**src/pkg/dam_pkg.sv**
```systemverilog
// ----------------------------------------
// default memory attribute map: shared types
// ----------------------------------------
package dam_pkg;

    typedef enum logic [1:0] {DAM_NORMAL, DAM_DEVICE, DAM_STRONG} dam_mtype_t;
    typedef enum logic [1:0] {DAM_BYTE, DAM_HALF, DAM_WORD, DAM_DWORD} dam_size_t;

    // top three address bits pick the 512MB segment
    localparam logic [2:0] DAM_SEG_CODE = 3'h0;
    localparam logic [2:0] DAM_SEG_SRAM = 3'h1;
    localparam logic [2:0] DAM_SEG_PERI = 3'h2;
    localparam logic [2:0] DAM_SEG_XRAM_LO = 3'h3;
    localparam logic [2:0] DAM_SEG_XRAM_HI = 3'h4;
    localparam logic [2:0] DAM_SEG_XDEV_LO = 3'h5;
    localparam logic [2:0] DAM_SEG_XDEV_HI = 3'h6;
    // core-private bus: top twelve address bits
    localparam logic [11:0] DAM_CPB_TOP = 12'he00;

    localparam logic [31:0] DAM_BEAT_BYTES = 32'h0000_0004;
    localparam logic [3:0] DAM_STRB_BYTE = 4'h1;
    localparam logic [3:0] DAM_STRB_HALF = 4'h3;
    localparam logic [3:0] DAM_STRB_WORD = 4'hf;
    localparam int DAM_WBUF_DEPTH = 4;

    typedef struct packed {
        dam_mtype_t mtype;
        logic xn;
    } dam_attr_t;

    typedef struct packed {
        logic [31:0] addr;
        logic fetch;
        logic write;
        dam_size_t size;
        logic share;
        logic [63:0] wdata;
    } dam_req_t;

    typedef struct packed {
        logic valid;
        logic [31:0] addr;
        logic write;
        logic fetch;
        logic [3:0] strb;
        logic [31:0] wdata;
        dam_mtype_t mtype;
        logic share;
        logic bufd;
    } dam_bus_t;

    // fixed default map over the whole 4GB space
    function automatic dam_attr_t dam_default_attr(input logic [31:0] a);
        dam_attr_t r;
        r.mtype = DAM_DEVICE;
        r.xn = 1'b1;
        if (a[31:29] == DAM_SEG_CODE || a[31:29] == DAM_SEG_SRAM ||
            a[31:29] == DAM_SEG_XRAM_LO || a[31:29] == DAM_SEG_XRAM_HI) begin
            r.mtype = DAM_NORMAL;
            r.xn = 1'b0;
        end else if (a[31:20] == DAM_CPB_TOP) begin
            r.mtype = DAM_STRONG;
        end
        return r;
    endfunction

endpackage

```
**src/logic/dam_wbuf.sv**
```systemverilog
`timescale 1ns/1ps
// ----------------------------------------
// posted write buffer, registered head
// ----------------------------------------
module dam_wbuf #(
    parameter int W = 8,
    parameter int DEPTH = 4
) (
    input wire logic clk_in,
    input wire logic rst_in,
    input wire logic push_in,
    input wire logic [W-1:0] push_data_in,
    input wire logic pop_in,
    output logic [W-1:0] head_out,
    output logic full_out,
    output logic empty_out
);
    localparam int AW = $clog2(DEPTH);
    logic [W-1:0] mem [DEPTH];
    logic [AW-1:0] wr_ptr, rd_ptr, next_wr, next_rd;
    logic [AW:0] count, next_count;
    logic [W-1:0] head, next_head;

    // depth must be a power of two so the pointers wrap by themselves
    always_comb begin
        next_wr = wr_ptr + AW'(push_in);
        next_rd = rd_ptr + AW'(pop_in);
        next_count = count + (AW+1)'(push_in) - (AW+1)'(pop_in);
        next_head = head;
        if (push_in && (count == '0 || (count == (AW+1)'(1) && pop_in))) begin
            next_head = push_data_in; // bypass into an empty head
        end else if (pop_in) begin
            next_head = mem[next_rd];
        end
    end

    always_ff @(posedge clk_in or posedge rst_in) begin
        if (rst_in) begin
            wr_ptr <= '0;
            rd_ptr <= '0;
            count <= '0;
            head <= '0;
        end else begin
            wr_ptr <= next_wr;
            rd_ptr <= next_rd;
            count <= next_count;
            head <= next_head;
        end
    end

    // storage has no reset; popping the last entry loads head from an unwritten or stale slot
    always_ff @(posedge clk_in) begin
        if (push_in) begin
            mem[wr_ptr] <= push_data_in;
        end
    end

    assign head_out = head;
    assign full_out = (count == (AW+1)'(DEPTH));
    assign empty_out = (count == '0);
endmodule // dam_wbuf

```
**src/logic/dam_attr_map.sv**
```systemverilog
`timescale 1ns/1ps
// Summary of operation
// code segment is Normal memory, fetch and data both allowed.
// SRAM segment is Normal, fetch and data allowed, holds bit-band areas.
// peripheral segment is Device memory and execute-never.
// core-private bus segment is Strongly-ordered and execute-never.
// core-private bus range maps only core peripheral registers, nothing else.
// fetches allowed from code, SRAM and external RAM segments.
// software should prefer running code from the code segment.
// Normal accesses may be reordered or speculated without changing results.
// Device accesses keep order against Device and Strongly-ordered accesses.
// Strongly-ordered accesses keep program order against everything.
// Device writes may be buffered; Strongly-ordered writes never.
// fetch from an execute-never region is blocked and faults.
// ordered pairs: Device/strong after Device or strong, same sharing.
// byte, halfword, word and 64-bit accesses, all little-endian.
// fixed 4GB default map; enabled protection unit may override it.
// external device and reserved-top segments are Device, execute-never.
module dam_attr_map (
    input wire logic clk_in,
    input wire logic rst_in,
    input wire logic req_valid_in,
    input wire dam_pkg::dam_req_t req_in,
    output logic req_ready_out,
    input wire logic rpu_en_in,
    input wire logic rpu_hit_in,
    input wire dam_pkg::dam_attr_t rpu_attr_in,
    output dam_pkg::dam_bus_t bus_out,
    input wire logic bus_ready_in,
    input wire logic [31:0] bus_rdata_in,
    output logic rsp_valid_out,
    output logic [63:0] rsp_data_out,
    output logic fault_out,
    output logic [31:0] fault_addr_out
);
    import dam_pkg::*;

    typedef enum logic [1:0] {ST_IDLE, ST_WAIT, ST_ISSUE} dam_state_t;

    dam_state_t state, next_state;
    dam_req_t cur, next_cur;
    dam_attr_t cur_attr, next_cur_attr, attr;
    logic beat, next_beat, launched, next_launched;
    dam_bus_t bus_q, next_bus, push_data, head;
    logic src_buf, next_src_buf;
    logic ready, next_ready, rsp_valid, next_rsp_valid, fault, next_fault;
    logic [63:0] rsp_data, next_rsp_data;
    logic [31:0] fault_addr, next_fault_addr;
    logic take, ovr, push, pop, buf_full, buf_empty;
    logic slot_free, direct_done, buf_busy;

    // ----------------------------------------
    // beat builder
    // ----------------------------------------
    // lanes follow little-endian byte numbering; a 64-bit access is two
    // word beats, low word at the lower address first
    function automatic dam_bus_t make_beat(input dam_req_t r, input dam_attr_t a,
                                           input logic hi);
        dam_bus_t b;
        b.valid = 1'b1;
        b.addr = hi ? r.addr + DAM_BEAT_BYTES : r.addr;
        b.write = r.write;
        b.fetch = r.fetch;
        b.mtype = a.mtype;
        b.share = r.share;
        b.bufd = 1'b0;
        case (r.size)
            DAM_BYTE: begin
                b.strb = DAM_STRB_BYTE << r.addr[1:0];
                b.wdata = {4{r.wdata[7:0]}};
            end
            DAM_HALF: begin
                b.strb = DAM_STRB_HALF << {r.addr[1], 1'b0};
                b.wdata = {2{r.wdata[15:0]}};
            end
            default: begin
                b.strb = DAM_STRB_WORD;
                b.wdata = hi ? r.wdata[63:32] : r.wdata[31:0];
            end
        endcase
        return b;
    endfunction

    // ----------------------------------------
    // attribute lookup
    // ----------------------------------------
    // protection unit wins only while it is enabled and claims the address
    always_comb begin
        ovr = rpu_en_in && rpu_hit_in;
        attr = ovr ? rpu_attr_in : dam_default_attr(req_in.addr);
        take = req_valid_in && ready;
        slot_free = !bus_q.valid || bus_ready_in;
        direct_done = bus_q.valid && bus_ready_in && !src_buf;
        // posted writes count until the bus has taken them
        buf_busy = !buf_empty || (bus_q.valid && src_buf);
        push_data = make_beat(req_in, attr, 1'b0);
        push_data.bufd = 1'b1;
    end

    // ----------------------------------------
    // access sequencer
    // ----------------------------------------
    always_comb begin
        next_state = state;
        next_cur = cur;
        next_cur_attr = cur_attr;
        next_beat = beat;
        next_launched = launched;
        next_ready = ready;
        next_rsp_valid = 1'b0;
        next_rsp_data = rsp_data;
        next_fault = 1'b0;
        next_fault_addr = fault_addr;
        push = 1'b0;
        case (state)
            ST_IDLE: begin
                if (take) begin
                    if (req_in.fetch && attr.xn) begin
                        next_fault = 1'b1;
                        next_fault_addr = req_in.addr;
                    end else if (req_in.write && attr.mtype == DAM_DEVICE &&
                                 req_in.size != DAM_DWORD && !buf_full) begin
                        push = 1'b1;
                        next_rsp_valid = 1'b1;
                    end else begin
                        next_cur = req_in;
                        next_cur_attr = attr;
                        next_beat = 1'b0;
                        next_launched = 1'b0;
                        next_ready = 1'b0;
                        // normal may pass posted writes; others drain first
                        next_state = (attr.mtype == DAM_NORMAL) ? ST_ISSUE : ST_WAIT;
                    end
                end
            end
            ST_WAIT: begin
                if (!buf_busy) begin
                    next_state = ST_ISSUE;
                end
            end
            ST_ISSUE: begin
                if (direct_done) begin
                    if (cur.size == DAM_DWORD && !beat) begin
                        next_beat = 1'b1;
                        next_launched = 1'b0;
                        next_rsp_data = {32'h0000_0000, bus_rdata_in};
                    end else begin
                        if (beat) begin
                            next_rsp_data = {bus_rdata_in, rsp_data[31:0]};
                        end else begin
                            next_rsp_data = {32'h0000_0000, bus_rdata_in};
                        end
                        next_rsp_valid = 1'b1;
                        next_ready = 1'b1;
                        next_state = ST_IDLE;
                    end
                end
            end
            default: begin
                next_state = ST_IDLE;
            end
        endcase
    end

    // ----------------------------------------
    // bus slot: direct beat first, then posted writes
    // ----------------------------------------
    always_comb begin
        next_bus = bus_q;
        next_src_buf = src_buf;
        pop = 1'b0;
        if (slot_free) begin
            if (state == ST_ISSUE && !launched && !direct_done) begin
                next_bus = make_beat(cur, cur_attr, beat);
                next_src_buf = 1'b0;
            end else if (!buf_empty) begin
                next_bus = head;
                next_src_buf = 1'b1;
                pop = 1'b1;
            end else begin
                next_bus = '0;
                next_src_buf = 1'b0;
            end
        end
    end

    // launched tracks whether the current beat left; set as it is loaded
    logic next_launched_q;
    always_comb begin
        next_launched_q = next_launched;
        if (slot_free && state == ST_ISSUE && !launched && !direct_done) begin
            next_launched_q = 1'b1;
        end
    end

    always_ff @(posedge clk_in or posedge rst_in) begin
        if (rst_in) begin
            state <= ST_IDLE;
            cur <= '0;
            cur_attr <= '0;
            beat <= 1'b0;
            launched <= 1'b0;
            bus_q <= '0;
            src_buf <= 1'b0;
            ready <= 1'b1;
            rsp_valid <= 1'b0;
            rsp_data <= '0;
            fault <= 1'b0;
            fault_addr <= '0;
        end else begin
            state <= next_state;
            cur <= next_cur;
            cur_attr <= next_cur_attr;
            beat <= next_beat;
            launched <= next_launched_q;
            bus_q <= next_bus;
            src_buf <= next_src_buf;
            ready <= next_ready;
            rsp_valid <= next_rsp_valid;
            rsp_data <= next_rsp_data;
            fault <= next_fault;
            fault_addr <= next_fault_addr;
        end
    end

    dam_wbuf #(
        .W($bits(dam_bus_t)),
        .DEPTH(DAM_WBUF_DEPTH)
    ) u_wbuf (
        .clk_in(clk_in),
        .rst_in(rst_in),
        .push_in(push),
        .push_data_in(push_data),
        .pop_in(pop),
        .head_out(head),
        .full_out(buf_full),
        .empty_out(buf_empty)
    );

    assign req_ready_out = ready;
    assign bus_out = bus_q;
    assign rsp_valid_out = rsp_valid;
    assign rsp_data_out = rsp_data;
    assign fault_out = fault;
    assign fault_addr_out = fault_addr;

    // ----------------------------------------
    // checks
    // ----------------------------------------
    a_code_normal: assert property (@(posedge clk_in) disable iff (rst_in)
        take && !ovr && req_in.addr[31:29] == DAM_SEG_CODE |->
        attr == dam_attr_t'{DAM_NORMAL, 1'b0})
        else $error("code segment not normal executable");
    a_sram_normal: assert property (@(posedge clk_in) disable iff (rst_in)
        take && !ovr && req_in.addr[31:29] == DAM_SEG_SRAM |->
        attr == dam_attr_t'{DAM_NORMAL, 1'b0})
        else $error("sram segment not normal executable");
    a_peri_device: assert property (@(posedge clk_in) disable iff (rst_in)
        take && !ovr && req_in.addr[31:29] == DAM_SEG_PERI |->
        attr == dam_attr_t'{DAM_DEVICE, 1'b1})
        else $error("peripheral segment not device xn");
    a_cpb_strong: assert property (@(posedge clk_in) disable iff (rst_in)
        take && !ovr && req_in.addr[31:20] == DAM_CPB_TOP |->
        attr == dam_attr_t'{DAM_STRONG, 1'b1})
        else $error("core-private range not strongly ordered");
    a_xdev_device: assert property (@(posedge clk_in) disable iff (rst_in)
        take && !ovr && (req_in.addr[31:29] == DAM_SEG_XDEV_LO ||
        req_in.addr[31:29] == DAM_SEG_XDEV_HI) |-> attr == dam_attr_t'{DAM_DEVICE, 1'b1})
        else $error("external device segment not device xn");
    a_fetch_ok: assert property (@(posedge clk_in) disable iff (rst_in)
        take && !ovr && req_in.fetch && (req_in.addr[31:29] == DAM_SEG_CODE ||
        req_in.addr[31:29] == DAM_SEG_SRAM || req_in.addr[31:29] == DAM_SEG_XRAM_LO ||
        req_in.addr[31:29] == DAM_SEG_XRAM_HI) |=> !fault_out ##1 !ready [*1])
        else $error("fetch from executable segment refused");
    a_xn_fault: assert property (@(posedge clk_in) disable iff (rst_in)
        take && req_in.fetch && attr.xn |=> fault_out && fault_addr_out == $past(req_in.addr)
        && state == ST_IDLE && !bus_q.fetch)
        else $error("xn fetch not faulted");
    a_strong_unbuf: assert property (@(posedge clk_in) disable iff (rst_in)
        push |-> push_data.mtype == DAM_DEVICE && push_data.write && !buf_full)
        else $error("non-device write posted");
    a_order_drain: assert property (@(posedge clk_in) disable iff (rst_in)
        bus_q.valid && !src_buf && bus_q.mtype != DAM_NORMAL |-> buf_empty)
        else $error("ordered access overtook posted write");
    a_dword_pair: assert property (@(posedge clk_in) disable iff (rst_in)
        direct_done && cur.size == DAM_DWORD && !beat |=> ##[1:2] bus_q.valid &&
        bus_q.addr == cur.addr + DAM_BEAT_BYTES)
        else $error("second word of 64-bit access missing");
endmodule // dam_attr_map

```
**config.mk**
```make
export PLATFORM = sky130hd
export DESIGN_NAME = dam_attr_map
export DESIGN_NICKNAME = d
export VERILOG_FILES = /design/src/pkg/dam_pkg.sv /design/src/logic/dam_wbuf.sv /design/src/logic/dam_attr_map.sv
export SDC_FILE = /design/constraint.sdc
export NUM_CORES = 1
export LEC_CHECK = 0
export BUFFER_PORTS_ARGS = -buffer_cell sky130_fd_sc_hd__buf_2
export CELL_PAD_IN_SITES_DETAIL_PLACEMENT = 1
export CELL_PAD_IN_SITES_GLOBAL_PLACEMENT = 1
export CORE_ASPECT_RATIO = 2
export CORE_MARGIN = 5
export CORE_UTILIZATION = 35
export DETAILED_ROUTE_END_ITERATION = 10
export HOLD_SLACK_MARGIN = 0.1
export PLACE_DENSITY_LB_ADDON = 0.1
export SYNTH_ARGS = -nofsm -noshare
export SYNTH_HDL_FRONTEND = slang
export SYNTH_SLANG_ARGS = --single-unit
export TNS_END_PERCENT = 50
```
**constraint.sdc**
```tcl
create_clock -name clk_in -period 14.75 [get_ports clk_in]
set_clock_uncertainty 0.15 [all_clocks]
set_input_delay 2.95 -clock clk_in [delete_from_list [all_inputs] [get_ports clk_in]]
set_output_delay 2.95 -clock clk_in [all_outputs]
set_load 0.03 [all_outputs]
```
==> results.toml <==
[placement]
hpwl_mm = 58.5
io_buffers = 315
place_ws_ns = 7.50
place.gp.congestion = 0.768

[timing]
period_minus_slack_ns = 6.45
rsz0062_at_grt = "false"
max_slew.worst_pin.slew_ns = 1.14
maxSlewViolCount = 0
fin_setup_tns_ns = 0
period_share_pct = 43.8
setup_viol = 0
maxSlewHeadroom_pct = 23.3
fmax_ghz = 0.155
finalHoldViolations = 0
fin_ws_ns = 8.30
hold_slack_ns = 0.314

[synth]
ys_types = 66
synth_top_area_cell = "dfrtp_1"
synthesis.area_mm2 = 0.0280
post_synth.cell_area_avg_um2 = 15.8
ys_dominant_reg_cell = "dfrtp_1"
synth_cells = 1767
ys_warn_count = 0
synth_edf_count = 292
synth_area_leaders = "dfrtp_1 (32%), edfxtp_1 (31%), mux2_2 (7.5%)"
synth_nets = 1915
ys_seq_elements = 655
synthArstFlopShare_pct = 55.4
yosysTopAreaCellShare_pct = 32.4
ys_seq_area_share_pct = 63.8

[clocking]
post-cts-setup-buffer-count = 0
ctsHoldBuffers = 0
cts-htree-levels = 2
clk_path_buf_depth = 3
path_clk_slew_ns = 0.06
cts_tree = "done"
clock_sinks = 655
tritoncts.num_buffers = 60
insertion_delay_ns = 0.64
root_buffer = "clkbuf_16"
cts.repair.resized = 0

[die]
dieArea_mm2 = 0.0861
die_width_um = 210
die_h_um = 410
core-area_mm2 = 0.0793
start_util_pct = 35.3
ioPinCount = 316
rows = 146

[critical_path]
critical_path_class = "primary input to register"
path_max_fanout = 50
worstPathArrival_ns = 6.82
worstPathRequired_ns = 15.12
critical_path.endpoint_type = "register"
start_kind = "primary input"

[worst_hold_path]
hp-class = "register to register"

[power_and_ir_drop]
p_leak_nw = 13.3
ir_worst_vdd_uv = 166
p_int_mw = 4.67
swShare_pct = 36.2
power_frac_clock_pct = 22.9
switching_power_mw = 2.64
comb_power_share_pct = 38.7
powerDensity_mw_per_mm2 = 224
seqPwrFrac_pct = 38.4
p_total_mw = 7.31

[detailed_routing]
vias = 16500
via_per_inst = 5.22
drc = 0
dr.first_iter.drc_count = 798
ant_nets = 0
drt-total-wl_mm = 87.2
wire_per_inst_um = 27.6
drtPass1Iterations = 5

[global_route]
grt.total_usage_pct = 20.0
grt_pass1_vias = 18600
grt_pass1_wl_mm = 128
grt_overflow_total = 0
grt_antenna_before_repair = 11
grt_max_degree = 98

[finish]
nets = 2216
synthToLayoutAreaGrowth_pct = 16.5
final_layout_size_suffix_gt1_share_pct = 41.3
final_common_cell = "dfrtp_1"
layout_common_cells = "dfrtp_1 (360), buf_2 (315), edfxtp_1 (292), mux2_2 (186), mux2_4 (131)"

[job]
cap_violations = 0

[run_status]
outcome = "complete, no violations"
## cells by family (layout without fill, tap and decap cells)
logic type / Yosys count / in the layout / share of synthesized area (%)
AO/OA/AOI/OAI: 195 / 195 / 4.82
XOR/XNOR: 33 / 33 / 1.03
adder cells (fa/ha/maj): 6 / 6 / 0.295
buffers and inverters: 126 / 479 / 2.70
flip-flops: 655 / 655 / 63.8
multiplexers: 427 / 427 / 21.7
other: 0 / 3 / 0
AND/OR/NAND/NOR: 325 / 325 / 5.69
## routing by layer
layer | share of wire [%] | track usage (%) | wire length, um
met5 | 0.054 | 0 | 47
met4 | 3.6 | 6.53 | 3100
met3 | 5.3 | 4.29 | 4630
met2 | 54 | 37.3 | 46900
met1 | 37 | 22.5 | 32500
## cells in the mapped netlist (3+ instances only)
master,number
nand2_1,131
buf_12,5
mux2i_1,36
xor2_1,9
o211ai_1,10
mux2_2,186
a21o_1,7
buf_2,20
a221o_1,16
nor2b_1,4
nor3b_1,3
mux4_2,73
nand3_1,79
clkbuf_1,53
edfxtp_1,292
nor4_1,4
a21oi_1,14
xnor2_1,24
nor3_1,6
nor2_2,3
and3_1,6
inv_1,15
a22oi_1,25
nand2b_1,3
o21ai_0,42
o21ai_1,8
dfrtp_1,362
a31oi_1,34
nand4_1,9
buf_4,7
buf_1,7
buf_6,17
a211oi_1,25
nor3_2,9
nor2_1,38
mux2_4,131
and2_1,14
ha_1,5
## state kept, by name, indices dropped and copies added, names as in the netlist
register,flops
fault_addr_out,32
u_wbuf.rd_ptr,2
launched,1
rsp_data_out,64
cur,101
u_wbuf.mem,292
cur_attr,2
u_wbuf.count,3
beat,1
req_ready_out,1
bus_out,75
u_wbuf.head_out,74
fault_out,1
u_wbuf.wr_ptr,2
rsp_valid_out,1
src_buf,1
state,2
## worst max-delay path, stage by stage
cell and delay [ns]:
buf_2 0.13, nand2b_2 0.13, buf_4 0.46, o31ai_4 0.20, nor2_4 0.55, ha_4 0.56
buf_4 0.66, mux4_2 0.59, mux2_2 0.28, mux2_4 0.26
## final timing paths
path / start / to / slack [ns] / depth (start not counted)
setup / recovery: bus_ready_in / u_wbuf.head_out[49] / 8.30 / 10
hold / removal: rsp_data_out[46] / rsp_data_out[46] / 0.31 / 2
setup reg to reg: bus_out[74] / u_wbuf.head_out[49] / 10.29 / 9
hold reg to reg: rsp_data_out[46] / rsp_data_out[46] / 0.31 / 2
max in group asynchronous: rst_in / fault_addr_out[1] / 9.97 / 4
min in group asynchronous: rst_in / u_wbuf.head_out[69] / 2.24 / 2
## power by group through the flow
stage / logic [mW] / clock network (mW) / registers (mW)
after CTS: 2.89 / 1.73 / 2.82
after floorplan: 1.72 / 0 / 3.10
after global routing: 3.03 / 1.80 / 2.87
final: 2.83 / 1.67 / 2.81
after detailed placement: 2.89 / 0 / 2.85
after global placement: 2.81 / 0 / 2.83
## final cells by class
cell class / instances / area, um2
Inverter: 15 / 63.8
Clock buffer: 83 / 1740
Multi-Input combinational cell: 986 / 9470
Tap cell: 1036 / 1300
Clock inverter: 31 / 342
Fill cell: 8118 / 46700
Antenna cell: 3 / 7.51
Sequential cell: 655 / 17900
Timing Repair Buffer: 350 / 1840
## through the flow
step / utilization, % / cell area (um2) / cells
after CTS: 41.1 / 32600 / 3156
final: 41.1 / 32600 / 3159
after detailed placement: 38.5 / 30500 / 3042
after global routing: 41.1 / 32600 / 3156
after global placement: 38.5 / 30500 / 3042
after floorplan: - / 28000 / 1767
Power figures use the tool's default switching activity.
